===== src/dc_measure_pkg.sv =====
package dc_measure_pkg;

  // register offsets on the control port
  localparam logic [7:0] PIN_CONFIG_OFFSET = 8'h33;
  localparam logic [7:0] DC_MEASURE_CONTROL_OFFSET = 8'h66;
  localparam logic [7:0] DC_MEASURE_AUX_CONTROL_OFFSET = 8'h67;
  localparam logic [7:0] DC_RESULT_READBACK_FIRST_OFFSET = 8'h68;
  localparam logic [7:0] DC_RESULT_READBACK_MID_OFFSET = 8'h69;
  localparam logic [7:0] DC_RESULT_READBACK_LAST_OFFSET = 8'h6a;

  // reset values
  localparam logic [7:0] PIN_CONFIG_RESET = 8'h00;
  localparam logic [7:0] DC_MEASURE_CONTROL_RESET = 8'h00;
  localparam logic [7:0] DC_MEASURE_AUX_CONTROL_RESET = 8'h00;
  localparam logic [23:0] DC_RESULT_RESET = 24'h000000;

  // field positions
  localparam int PIN_FUNC_MSB = 5;
  localparam int PIN_FUNC_LSB = 2;
  localparam logic [3:0] PIN_FUNC_MOD_CLOCK = 4'ha;
  localparam int DC_ENABLE_BIT = 7;
  localparam int DC_FILTER_SEL_BIT = 5;
  localparam int DC_PARAM_MSB = 4;
  localparam int AUX_LATCH_BIT = 6;
  localparam int AUX_PERIODIC_RESET_BIT = 5;
  localparam int AUX_EXP_MSB = 4;

  // filter parameter limits and result format
  localparam logic [4:0] DC_PARAM_MIN = 5'h01;
  localparam logic [4:0] DC_PARAM_MAX = 5'h14;
  localparam int RESULT_FRAC_BITS = 22;
  localparam int IIR_GUARD_BITS = 20;

  // timing: 200 MHz system clock, modulator clock half period
  localparam int CLK_PERIOD_NS = 5;
  localparam int MOD_CLK_HALF_NS = 240;
  localparam int MOD_CLK_HALF_CYCLES = MOD_CLK_HALF_NS / CLK_PERIOD_NS;

  // one captured bit of the modulator stream
  typedef struct packed {
    logic valid;
    logic value;
  } mic_sample_t;

  // one access on the control port
  typedef struct packed {
    logic wr;
    logic rd;
    logic [7:0] addr;
    logic [7:0] wdata;
  } reg_req_t;

endpackage


===== src/adc_dmic_dc_measure.sv =====
`timescale 1ns/1ps
// Operation
// pin function 1010 drives the modulator clock on general pin one
// microphone bit captured at each modulator clock rising edge
// microphone supplies its bitstream on data input, on our clock
// microphone mode bypasses analog section and feeds decimation path
// software sets oversampling ratio to suit the microphone
// control bit seven enables dc measurement
// result is 24-bit signed, two integer and 22 fraction bits
// latched result read back from three byte registers
// writing latch bit captures result; software clears after reading
// control bit five selects averaging (0) or first-order IIR (1)
// averaging length parameter from control bits four to zero, 1..20
// IIR coefficient from same parameter, higher narrows bandwidth
// periodic-reset bit resets averager every 2^R modulator periods
// periodic reset off means the averager is never reset
// software should keep filter parameter below reset exponent
// dc measurement only while the channel is not recording; here it runs whenever control bit seven is set
// coefficient changes during record need a defined sequence
// standard decimation uses oversampling ratio 128 or 64
// read-back holds latched value while latch bit stays set
module adc_dmic_dc_measure
  import dc_measure_pkg::*;
#(
  parameter int HALF_CYCLES = MOD_CLK_HALF_CYCLES
) (
  input wire logic clk_in,
  input wire logic rst_in,
  input reg_req_t reg_req_in,
  input wire logic din_in,
  input wire logic dmic_enable_in,
  input wire logic analog_bit_in,
  input wire logic analog_valid_in,
  output logic [7:0] reg_rdata_out,
  output logic reg_rvalid_out,
  output logic general_pin_one_out,
  output logic general_pin_one_oe_n_out,
  output logic analog_powerdown_out,
  output logic decim_bit_out,
  output logic decim_valid_out
);

  logic [7:0] pin_config;
  logic [7:0] dc_measure_control;
  logic [7:0] dc_measure_aux_control;
  logic [23:0] dc_result_readback;
  logic [23:0] cur_result;
  logic latch_prev;
  logic modulator_clock;
  mic_sample_t mic_sample;
  logic path_valid;
  logic path_bit;
  logic dc_on;
  logic mode_iir;
  logic [4:0] d_eff;
  logic [4:0] r_exp;
  logic [31:0] period_cnt;
  logic [31:0] period_mask;
  logic period_reset;
  logic [20:0] avg_cnt;
  logic [20:0] avg_len_mask;
  logic signed [21:0] avg_acc;
  logic signed [21:0] next_avg_acc;
  logic signed [23:0] avg_scaled;
  logic signed [43:0] iir_state;
  logic signed [43:0] iir_input;
  logic signed [44:0] iir_diff;
  logic signed [44:0] next_iir;

  // out-of-range parameter settings are held to the legal span
  function automatic logic [4:0] clamp_param(input logic [4:0] raw);
    if (raw < DC_PARAM_MIN) begin
      clamp_param = DC_PARAM_MIN;
    end else if (raw > DC_PARAM_MAX) begin
      clamp_param = DC_PARAM_MAX;
    end else begin
      clamp_param = raw;
    end
  endfunction

  function automatic logic is_addr(input logic [7:0] a, input logic [7:0] o);
    is_addr = (a == o);
  endfunction

  dmic_link #(
    .HALF_CYCLES(HALF_CYCLES)
  ) link_u (
    .clk_in(clk_in),
    .rst_in(rst_in),
    .din_in(din_in),
    .mod_clk_out(modulator_clock),
    .sample_out(mic_sample)
  );

  // software-written control registers
  always_ff @(posedge clk_in or posedge rst_in) begin
    if (rst_in) begin
      pin_config <= PIN_CONFIG_RESET;
      dc_measure_control <= DC_MEASURE_CONTROL_RESET;
      dc_measure_aux_control <= DC_MEASURE_AUX_CONTROL_RESET;
    end else if (reg_req_in.wr) begin
      if (is_addr(reg_req_in.addr, PIN_CONFIG_OFFSET)) begin
        pin_config <= reg_req_in.wdata;
      end
      if (is_addr(reg_req_in.addr, DC_MEASURE_CONTROL_OFFSET)) begin
        dc_measure_control <= reg_req_in.wdata;
      end
      if (is_addr(reg_req_in.addr, DC_MEASURE_AUX_CONTROL_OFFSET)) begin
        dc_measure_aux_control <= reg_req_in.wdata;
      end
    end
  end

  // read answers one cycle after the request; unmapped reads give zero
  always_ff @(posedge clk_in or posedge rst_in) begin
    if (rst_in) begin
      reg_rdata_out <= 8'h00;
      reg_rvalid_out <= 1'b0;
    end else begin
      reg_rvalid_out <= reg_req_in.rd;
      if (reg_req_in.rd) begin
        unique case (reg_req_in.addr)
          PIN_CONFIG_OFFSET: reg_rdata_out <= pin_config;
          DC_MEASURE_CONTROL_OFFSET: reg_rdata_out <= dc_measure_control;
          DC_MEASURE_AUX_CONTROL_OFFSET:
            reg_rdata_out <= dc_measure_aux_control;
          DC_RESULT_READBACK_FIRST_OFFSET:
            reg_rdata_out <= dc_result_readback[23:16];
          DC_RESULT_READBACK_MID_OFFSET:
            reg_rdata_out <= dc_result_readback[15:8];
          DC_RESULT_READBACK_LAST_OFFSET:
            reg_rdata_out <= dc_result_readback[7:0];
          default: reg_rdata_out <= 8'h00;
        endcase
      end
    end
  end

  // pin driver; when not selected the pin is released
  always_ff @(posedge clk_in or posedge rst_in) begin
    if (rst_in) begin
      general_pin_one_out <= 1'b0;
      general_pin_one_oe_n_out <= 1'b1;
    end else begin
      general_pin_one_out <= modulator_clock;
      general_pin_one_oe_n_out <= (pin_config[PIN_FUNC_MSB:PIN_FUNC_LSB]
        != PIN_FUNC_MOD_CLOCK);
    end
  end

  // decimation input comes from the microphone in microphone mode
  assign path_valid = dmic_enable_in ? mic_sample.valid : analog_valid_in;
  assign path_bit = dmic_enable_in ? mic_sample.value : analog_bit_in;

  always_ff @(posedge clk_in or posedge rst_in) begin
    if (rst_in) begin
      decim_bit_out <= 1'b0;
      decim_valid_out <= 1'b0;
      analog_powerdown_out <= 1'b0;
    end else begin
      decim_bit_out <= path_bit;
      decim_valid_out <= path_valid;
      analog_powerdown_out <= dmic_enable_in;
    end
  end

  assign dc_on = dc_measure_control[DC_ENABLE_BIT];
  assign mode_iir = dc_measure_control[DC_FILTER_SEL_BIT];
  assign d_eff = clamp_param(dc_measure_control[DC_PARAM_MSB:0]);
  assign r_exp = dc_measure_aux_control[AUX_EXP_MSB:0];

  // periodic reset counts modulator periods; 2^R minus one is the wrap
  assign period_mask = ~(32'hffffffff << r_exp);
  assign period_reset = dc_measure_aux_control[AUX_PERIODIC_RESET_BIT]
    & path_valid & (period_cnt == period_mask);

  always_ff @(posedge clk_in or posedge rst_in) begin
    if (rst_in) begin
      period_cnt <= 32'h00000000;
    end else if (!dc_on || period_reset) begin
      period_cnt <= 32'h00000000;
    end else if (path_valid) begin
      period_cnt <= period_cnt + 32'h00000001;
    end
  end

  // averaging filter: sums 2^D bits of +-1 then scales to 2.22
  assign avg_len_mask = ~(21'h1fffff << d_eff);
  assign next_avg_acc = path_bit ? avg_acc + 22'sd1 : avg_acc - 22'sd1;
  assign avg_scaled = 24'(signed'({{2{next_avg_acc[21]}}, next_avg_acc})
    <<< (RESULT_FRAC_BITS - int'(d_eff)));

  always_ff @(posedge clk_in or posedge rst_in) begin
    if (rst_in) begin
      avg_acc <= '0;
      avg_cnt <= '0;
    end else if (!dc_on || mode_iir || period_reset) begin
      avg_acc <= '0;
      avg_cnt <= '0;
    end else if (path_valid) begin
      if (avg_cnt == avg_len_mask) begin
        avg_acc <= '0;
        avg_cnt <= '0;
      end else begin
        avg_acc <= next_avg_acc;
        avg_cnt <= avg_cnt + 21'h000001;
      end
    end
  end

  // first-order IIR: y += (x - y) / 2^D; guard bits keep small steps
  assign iir_input = path_bit ? (44'sd1 <<< 42) : -(44'sd1 <<< 42);
  assign iir_diff = 45'(iir_input) - 45'(iir_state);
  assign next_iir = 45'(iir_state) + (iir_diff >>> d_eff);

  always_ff @(posedge clk_in or posedge rst_in) begin
    if (rst_in) begin
      iir_state <= '0;
    end else if (!dc_on || !mode_iir) begin
      iir_state <= '0;
    end else if (path_valid) begin
      iir_state <= next_iir[43:0];
    end
  end

  // newest conversion result, in 2.22 format
  always_ff @(posedge clk_in or posedge rst_in) begin
    if (rst_in) begin
      cur_result <= DC_RESULT_RESET;
    end else if (dc_on && path_valid) begin
      if (mode_iir) begin
        cur_result <= next_iir[43:IIR_GUARD_BITS];
      end else if (avg_cnt == avg_len_mask && !period_reset) begin
        cur_result <= avg_scaled;
      end
    end
  end

  // capture on the latch bit going high; held while it stays high so a
  // multi-byte read never mixes two conversions
  always_ff @(posedge clk_in or posedge rst_in) begin
    if (rst_in) begin
      latch_prev <= 1'b0;
      dc_result_readback <= DC_RESULT_RESET;
    end else begin
      latch_prev <= dc_measure_aux_control[AUX_LATCH_BIT];
      if (dc_measure_aux_control[AUX_LATCH_BIT] && !latch_prev) begin
        dc_result_readback <= cur_result;
      end
    end
  end

endmodule // adc_dmic_dc_measure


===== src/dmic_link.sv =====
`timescale 1ns/1ps
module dmic_link
  import dc_measure_pkg::*;
#(
  parameter int HALF_CYCLES = MOD_CLK_HALF_CYCLES
) (
  input wire logic clk_in,
  input wire logic rst_in,
  input wire logic din_in,
  output logic mod_clk_out,
  output mic_sample_t sample_out
);

  logic [15:0] div_cnt;
  logic div_tick;
  logic din_meta;
  logic din_sync;

  // divider making the half-period enable
  always_ff @(posedge clk_in or posedge rst_in) begin
    if (rst_in) begin
      div_cnt <= 16'h0000;
    end else if (div_tick) begin
      div_cnt <= 16'h0000;
    end else begin
      div_cnt <= div_cnt + 16'h0001;
    end
  end
  assign div_tick = (div_cnt == 16'(HALF_CYCLES - 1));

  // modulator clock toggles on every half-period enable
  always_ff @(posedge clk_in or posedge rst_in) begin
    if (rst_in) begin
      mod_clk_out <= 1'b0;
    end else if (div_tick) begin
      mod_clk_out <= ~mod_clk_out;
    end
  end

  // pin is asynchronous to us: two flops before use
  always_ff @(posedge clk_in or posedge rst_in) begin
    if (rst_in) begin
      din_meta <= 1'b0;
      din_sync <= 1'b0;
    end else begin
      din_meta <= din_in;
      din_sync <= din_meta;
    end
  end

  // capture at the rising edge of the modulator clock; the microphone
  // changes its bit after the falling edge so the value is steady here
  always_ff @(posedge clk_in or posedge rst_in) begin
    if (rst_in) begin
      sample_out <= '0;
    end else begin
      sample_out.valid <= div_tick & ~mod_clk_out;
      sample_out.value <= din_sync;
    end
  end

endmodule // dmic_link


===== config.mk =====
export PLATFORM = sky130hd
export DESIGN_NAME = adc_dmic_dc_measure
export DESIGN_NICKNAME = d
export VERILOG_FILES = /design/src/dc_measure_pkg.sv /design/src/adc_dmic_dc_measure.sv /design/src/dmic_link.sv
export SDC_FILE = /design/constraint.sdc
export NUM_CORES = 1
export LEC_CHECK = 0
export BUFFER_PORTS_ARGS = -buffer_cell sky130_fd_sc_hd__clkbuf_2
export CAP_MARGIN = 20
export CELL_PAD_IN_SITES_DETAIL_PLACEMENT = 1
export CELL_PAD_IN_SITES_GLOBAL_PLACEMENT = 1
export CORE_MARGIN = 5
export CORE_UTILIZATION = 25
export CTS_BUF_LIST = sky130_fd_sc_hd__clkbuf_16
export DETAILED_ROUTE_END_ITERATION = 12
export GPL_TIMING_DRIVEN = 1
export PLACE_DENSITY_LB_ADDON = 0.1
export SLEW_MARGIN = 20
export SYNTH_ARGS = -nofsm -noshare
export SYNTH_HDL_FRONTEND = slang
export SYNTH_SLANG_ARGS = --single-unit

===== constraint.sdc =====
create_clock -name clk_in -period 9.4 [get_ports clk_in]
set_input_delay 1.41 -clock clk_in [delete_from_list [all_inputs] [get_ports clk_in]]
set_output_delay 1.41 -clock clk_in [all_outputs]
set_load 0.01 [all_outputs]

==> flow_metrics.env <==
export IMPL_pin_count=38
export IMPL_grt_total_usage_pct=18.1
export IMPL_worstSetupStartpoint="iir_state[1]"
export IMPL_syn_cell_area_um2=19800
export IMPL_vias=19100
export IMPL_hold_buffers=0
export IMPL_cp_max_fo=12
export IMPL_final_nets=2538
export IMPL_clockPowerShare_pct=37.8
export IMPL_ys_seq_area_share_pct=28.7
export IMPL_r2r_end="cur_result[22]"
export IMPL_synth_compound_area_share_pct=25.3
export IMPL_cp_required_ps=9870
export IMPL_skew_ps=26.8
export IMPL_worstPathArrival_ps=8460
export IMPL_synth_simple_area_share_pct=22.3
export IMPL_place_hpwl_mm=59.9
export IMPL_worst_slew_pin_slew_ps=1040
export IMPL_start_util_pct=25.2
export IMPL_cts_buffer_depth=3
export IMPL_rows=103
export IMPL_end_kind="flip-flop"
export IMPL_crit_chain="inv_1, ha_1, or4b_1, or4_1, nor2_1, a311oi_1, a21oi_1, and2_1, a211oi_1, a31oi_1, mux2i_1, o21ai_0, ha_1, o21a_1, o21ai_0, a2111oi_0, nor3_1, nor3b_1, a211oi_1, nor4_1, or3_1, a21oi_1, o22ai_1"
export IMPL_gr_total_overflow=0
export IMPL_p_seq_share_pct=34.0
export IMPL_synth_top_family_by_area="compound AO/OA/AOI/OAI gates"
export IMPL_slew_headroom_pct=29.9
export IMPL_crit_slowest_cell="or4_1"
export IMPL_clk_insertion_delay_late_ps=620
export IMPL_core_um2=78700
export IMPL_cts_post_setup_buffers_inserted=0
export IMPL_path_class="flip-flop to flip-flop"
export IMPL_status="complete, no violations"
export IMPL_cts_tree="built"
export IMPL_cp_num_buf_inv=1
export IMPL_areaGrowthSynthToFinish_pct=10.8
export IMPL_wirelength_mm=80.3
export IMPL_intPower_uw=1950
export IMPL_place_port_buffers=37
export IMPL_fin_crit_ps=7990
export IMPL_finalInstanceArea_um2=21900
export IMPL_syn_area_per_cell_um2=7.90
export IMPL_synthAdderAreaFrac_pct=5.16
export IMPL_clockRootBuffer="clkbuf_16"
export IMPL_async_reset_ff_share_pct=100
export IMPL_hold_viol_final=0
export IMPL_switching_power_uw=1100
export IMPL_fmax_mhz=125
export IMPL_cts_resized=0
export IMPL_die_area_um2=84900
export IMPL_dieHeight_um=291
export IMPL_p_per_area_nw_per_um2=139
export IMPL_cts_buffers=31
export IMPL_cap_violations=0
export IMPL_comb_power_share_pct=28.2
export IMPL_timing_max_transition_violations_final=0
export IMPL_ir_drop_mv=0.138
export IMPL_layout_commonest_cell="nand2_1"
export IMPL_drtIter0Drc=1108
export IMPL_cp_num_cells=23
export IMPL_crit_family="simple AND/OR/NAND/NOR gates"
export IMPL_yosysWarnings=0
export IMPL_syn_num_nets=2609
export IMPL_grt_max_degree=109
export IMPL_gp_congestion=0.855
export IMPL_r2r_slack_ps=1410
export IMPL_cts_num_sinks=227
export IMPL_dieWidth_um=291
export IMPL_synth_xor_xnor_area_share_pct=5.70
export IMPL_min_from="link_u.din_meta"
export IMPL_setup_violations=0
export IMPL_post_route_period_util_pct=85.0
export IMPL_p_leak_uw=0.00916
export IMPL_crit_path_end="cur_result[22]"
export IMPL_synthMuxAreaShare_pct=8.19
export IMPL_r2r_start="iir_state[1]"
export IMPL_p_sw_share_pct=36.2
export IMPL_htree_levels=1
export IMPL_drive_gt1_share_pct=10.4
export IMPL_antenna_found_initial=1
export IMPL_via_per_inst=5.43
export IMPL_ys_flop_type="dfrtp_1"
export IMPL_drt_pass1_iter_count=5
export IMPL_fin_setup_tns_ps=0
export IMPL_drcViolationCount=0
export IMPL_synth_cell_types=95
export IMPL_wl_per_cell_um=22.9
export IMPL_synthCells=2507
export IMPL_ys_ff_latch=227
export IMPL_synth_edff_count=0
export IMPL_layout_common_cells="nand2_1, nor2_1, a21oi_1"
export IMPL_reg2reg_depth=23
export IMPL_grt_pass1_wl_mm=123
export IMPL_dpl_cell_area_um2=21000
export IMPL_clk_pin_slew_worst_paths_ps=60
export IMPL_hp_class="flip-flop to flip-flop"
export IMPL_crit_path_start_kind="flip-flop"
export IMPL_slowest_delay_ps=730
export IMPL_rsz0062_at_grt="no"
export IMPL_grt_pass1_vias=19700
export IMPL_ant_nets=0
## power by group through the flow
stage	registers (µW)	logic, µW	clock network [µW]
6_report	1040	861	1160
5_1_grt	1040	939	1240
4_1_cts	1040	863	1210
3_5_place_dp	1060	858	0
3_3_place_gp	1060	857	0
2_1_floorplan	1040	587	0
## cells by family (layout without fill, tap and decap cells)
kind of cell,after synthesis,after routing
fa+ha+maj,81,81
mux,145,145
flops,227,227
other cells,0,1
compound gates,768,768
simple gates,925,925
xor+xnor,129,129
buf+inv,232,186
## layout make-up
| cell class | instances | area (µm²) |
|---|---|---|
| timing repair buffer | 77 | 485 |
| fill | 9373 | 56800 |
| clock buffer | 31 | 776 |
| inverter | 51 | 200 |
| sequential | 227 | 5680 |
| tap | 1050 | 1310 |
| antenna | 1 | 2.50 |
| clock inverter | 27 | 193 |
| multi-input combinational | 2048 | 13300 |
## per-stage QoR
stage | util, % | hold slack (ps) | total power, µW | setup WS, ps | std cells
2_1_floorplan | - | 331 | 1630 | 1770 | 2507
3_3_place_gp | 26.6 | 333 | 1910 | 1460 | 3453
3_5_place_dp | 26.6 | 336 | 1910 | 1350 | 3453
4_1_cts | 27.9 | 350 | 3110 | 1340 | 3511
5_1_grt | 27.9 | 367 | 3220 | 1020 | 3511
6_report | 27.9 | 349 | 3050 | 1410 | 3512
## worst min-delay path by stage
stage / cells after the start / endpoint
after floorplan: 0 / link_u.din_sync
after global placement: 0 / link_u.sample_out[0]
after detailed placement: 0 / link_u.din_sync
after CTS: 0 / link_u.din_sync
after global routing: 0 / link_u.sample_out[0]
final: 0 / link_u.din_sync
## worst reg2reg max path: cells and delay by family, from the launching register on
kind	cells	cell delay, ps
and+or+nand+nor	8	3570
AOI/OAI and AO/OA	11	3040
buffers and inverters	1	90
adders and majority gates	2	610
muxes	1	110
DFF	1	450
## Yosys cell counts, drive strengths merged, types with 18 or more instances
master / count / area, µm²
dfrtp: 226 / 5660
and3: 35 / 219
nand2: 294 / 1100
a21oi: 241 / 1210
nand3: 59 / 295
nor4: 28 / 196
xor2: 63 / 552
o22ai: 19 / 119
ha: 76 / 951
nand4: 40 / 250
a22o: 19 / 166
or2: 18 / 113
or3: 20 / 130
nor2: 259 / 972
o211ai: 30 / 225
o21ai: 154 / 782
a21o: 46 / 345
clkbuf: 139 / 522
and2: 24 / 150
inv: 49 / 184
mux2i: 71 / 711
xnor2: 66 / 578
mux2: 67 / 754
nor2b: 19 / 119
buf: 42 / 205
nor3: 53 / 275
a221oi: 27 / 255
nand2b: 23 / 144
a211oi: 33 / 248
a31oi: 24 / 150
## layer usage
layer / vias to the layer above / track usage [%] / share of wire (%)
met4: 0 / 4.05 / 2.4
met5: - / 0 / 0
met2: 240 / 30.3 / 47
met3: 87 / 1.84 / 2.8
met1: 9678 / 25.3 / 48
li1: 9076 / - / -
## state kept, by name, indices dropped and copies added, names as in the netlist, 16 cells and up
| signal | count |
|---|---|
| avg_cnt | 21 |
| link_u.div_cnt | 16 |
| cur_result | 24 |
| iir_state | 44 |
| avg_acc | 22 |
| period_cnt | 32 |
| dc_result_readback | 24 |
Note: power is estimated with default switching activity, not from simulation.
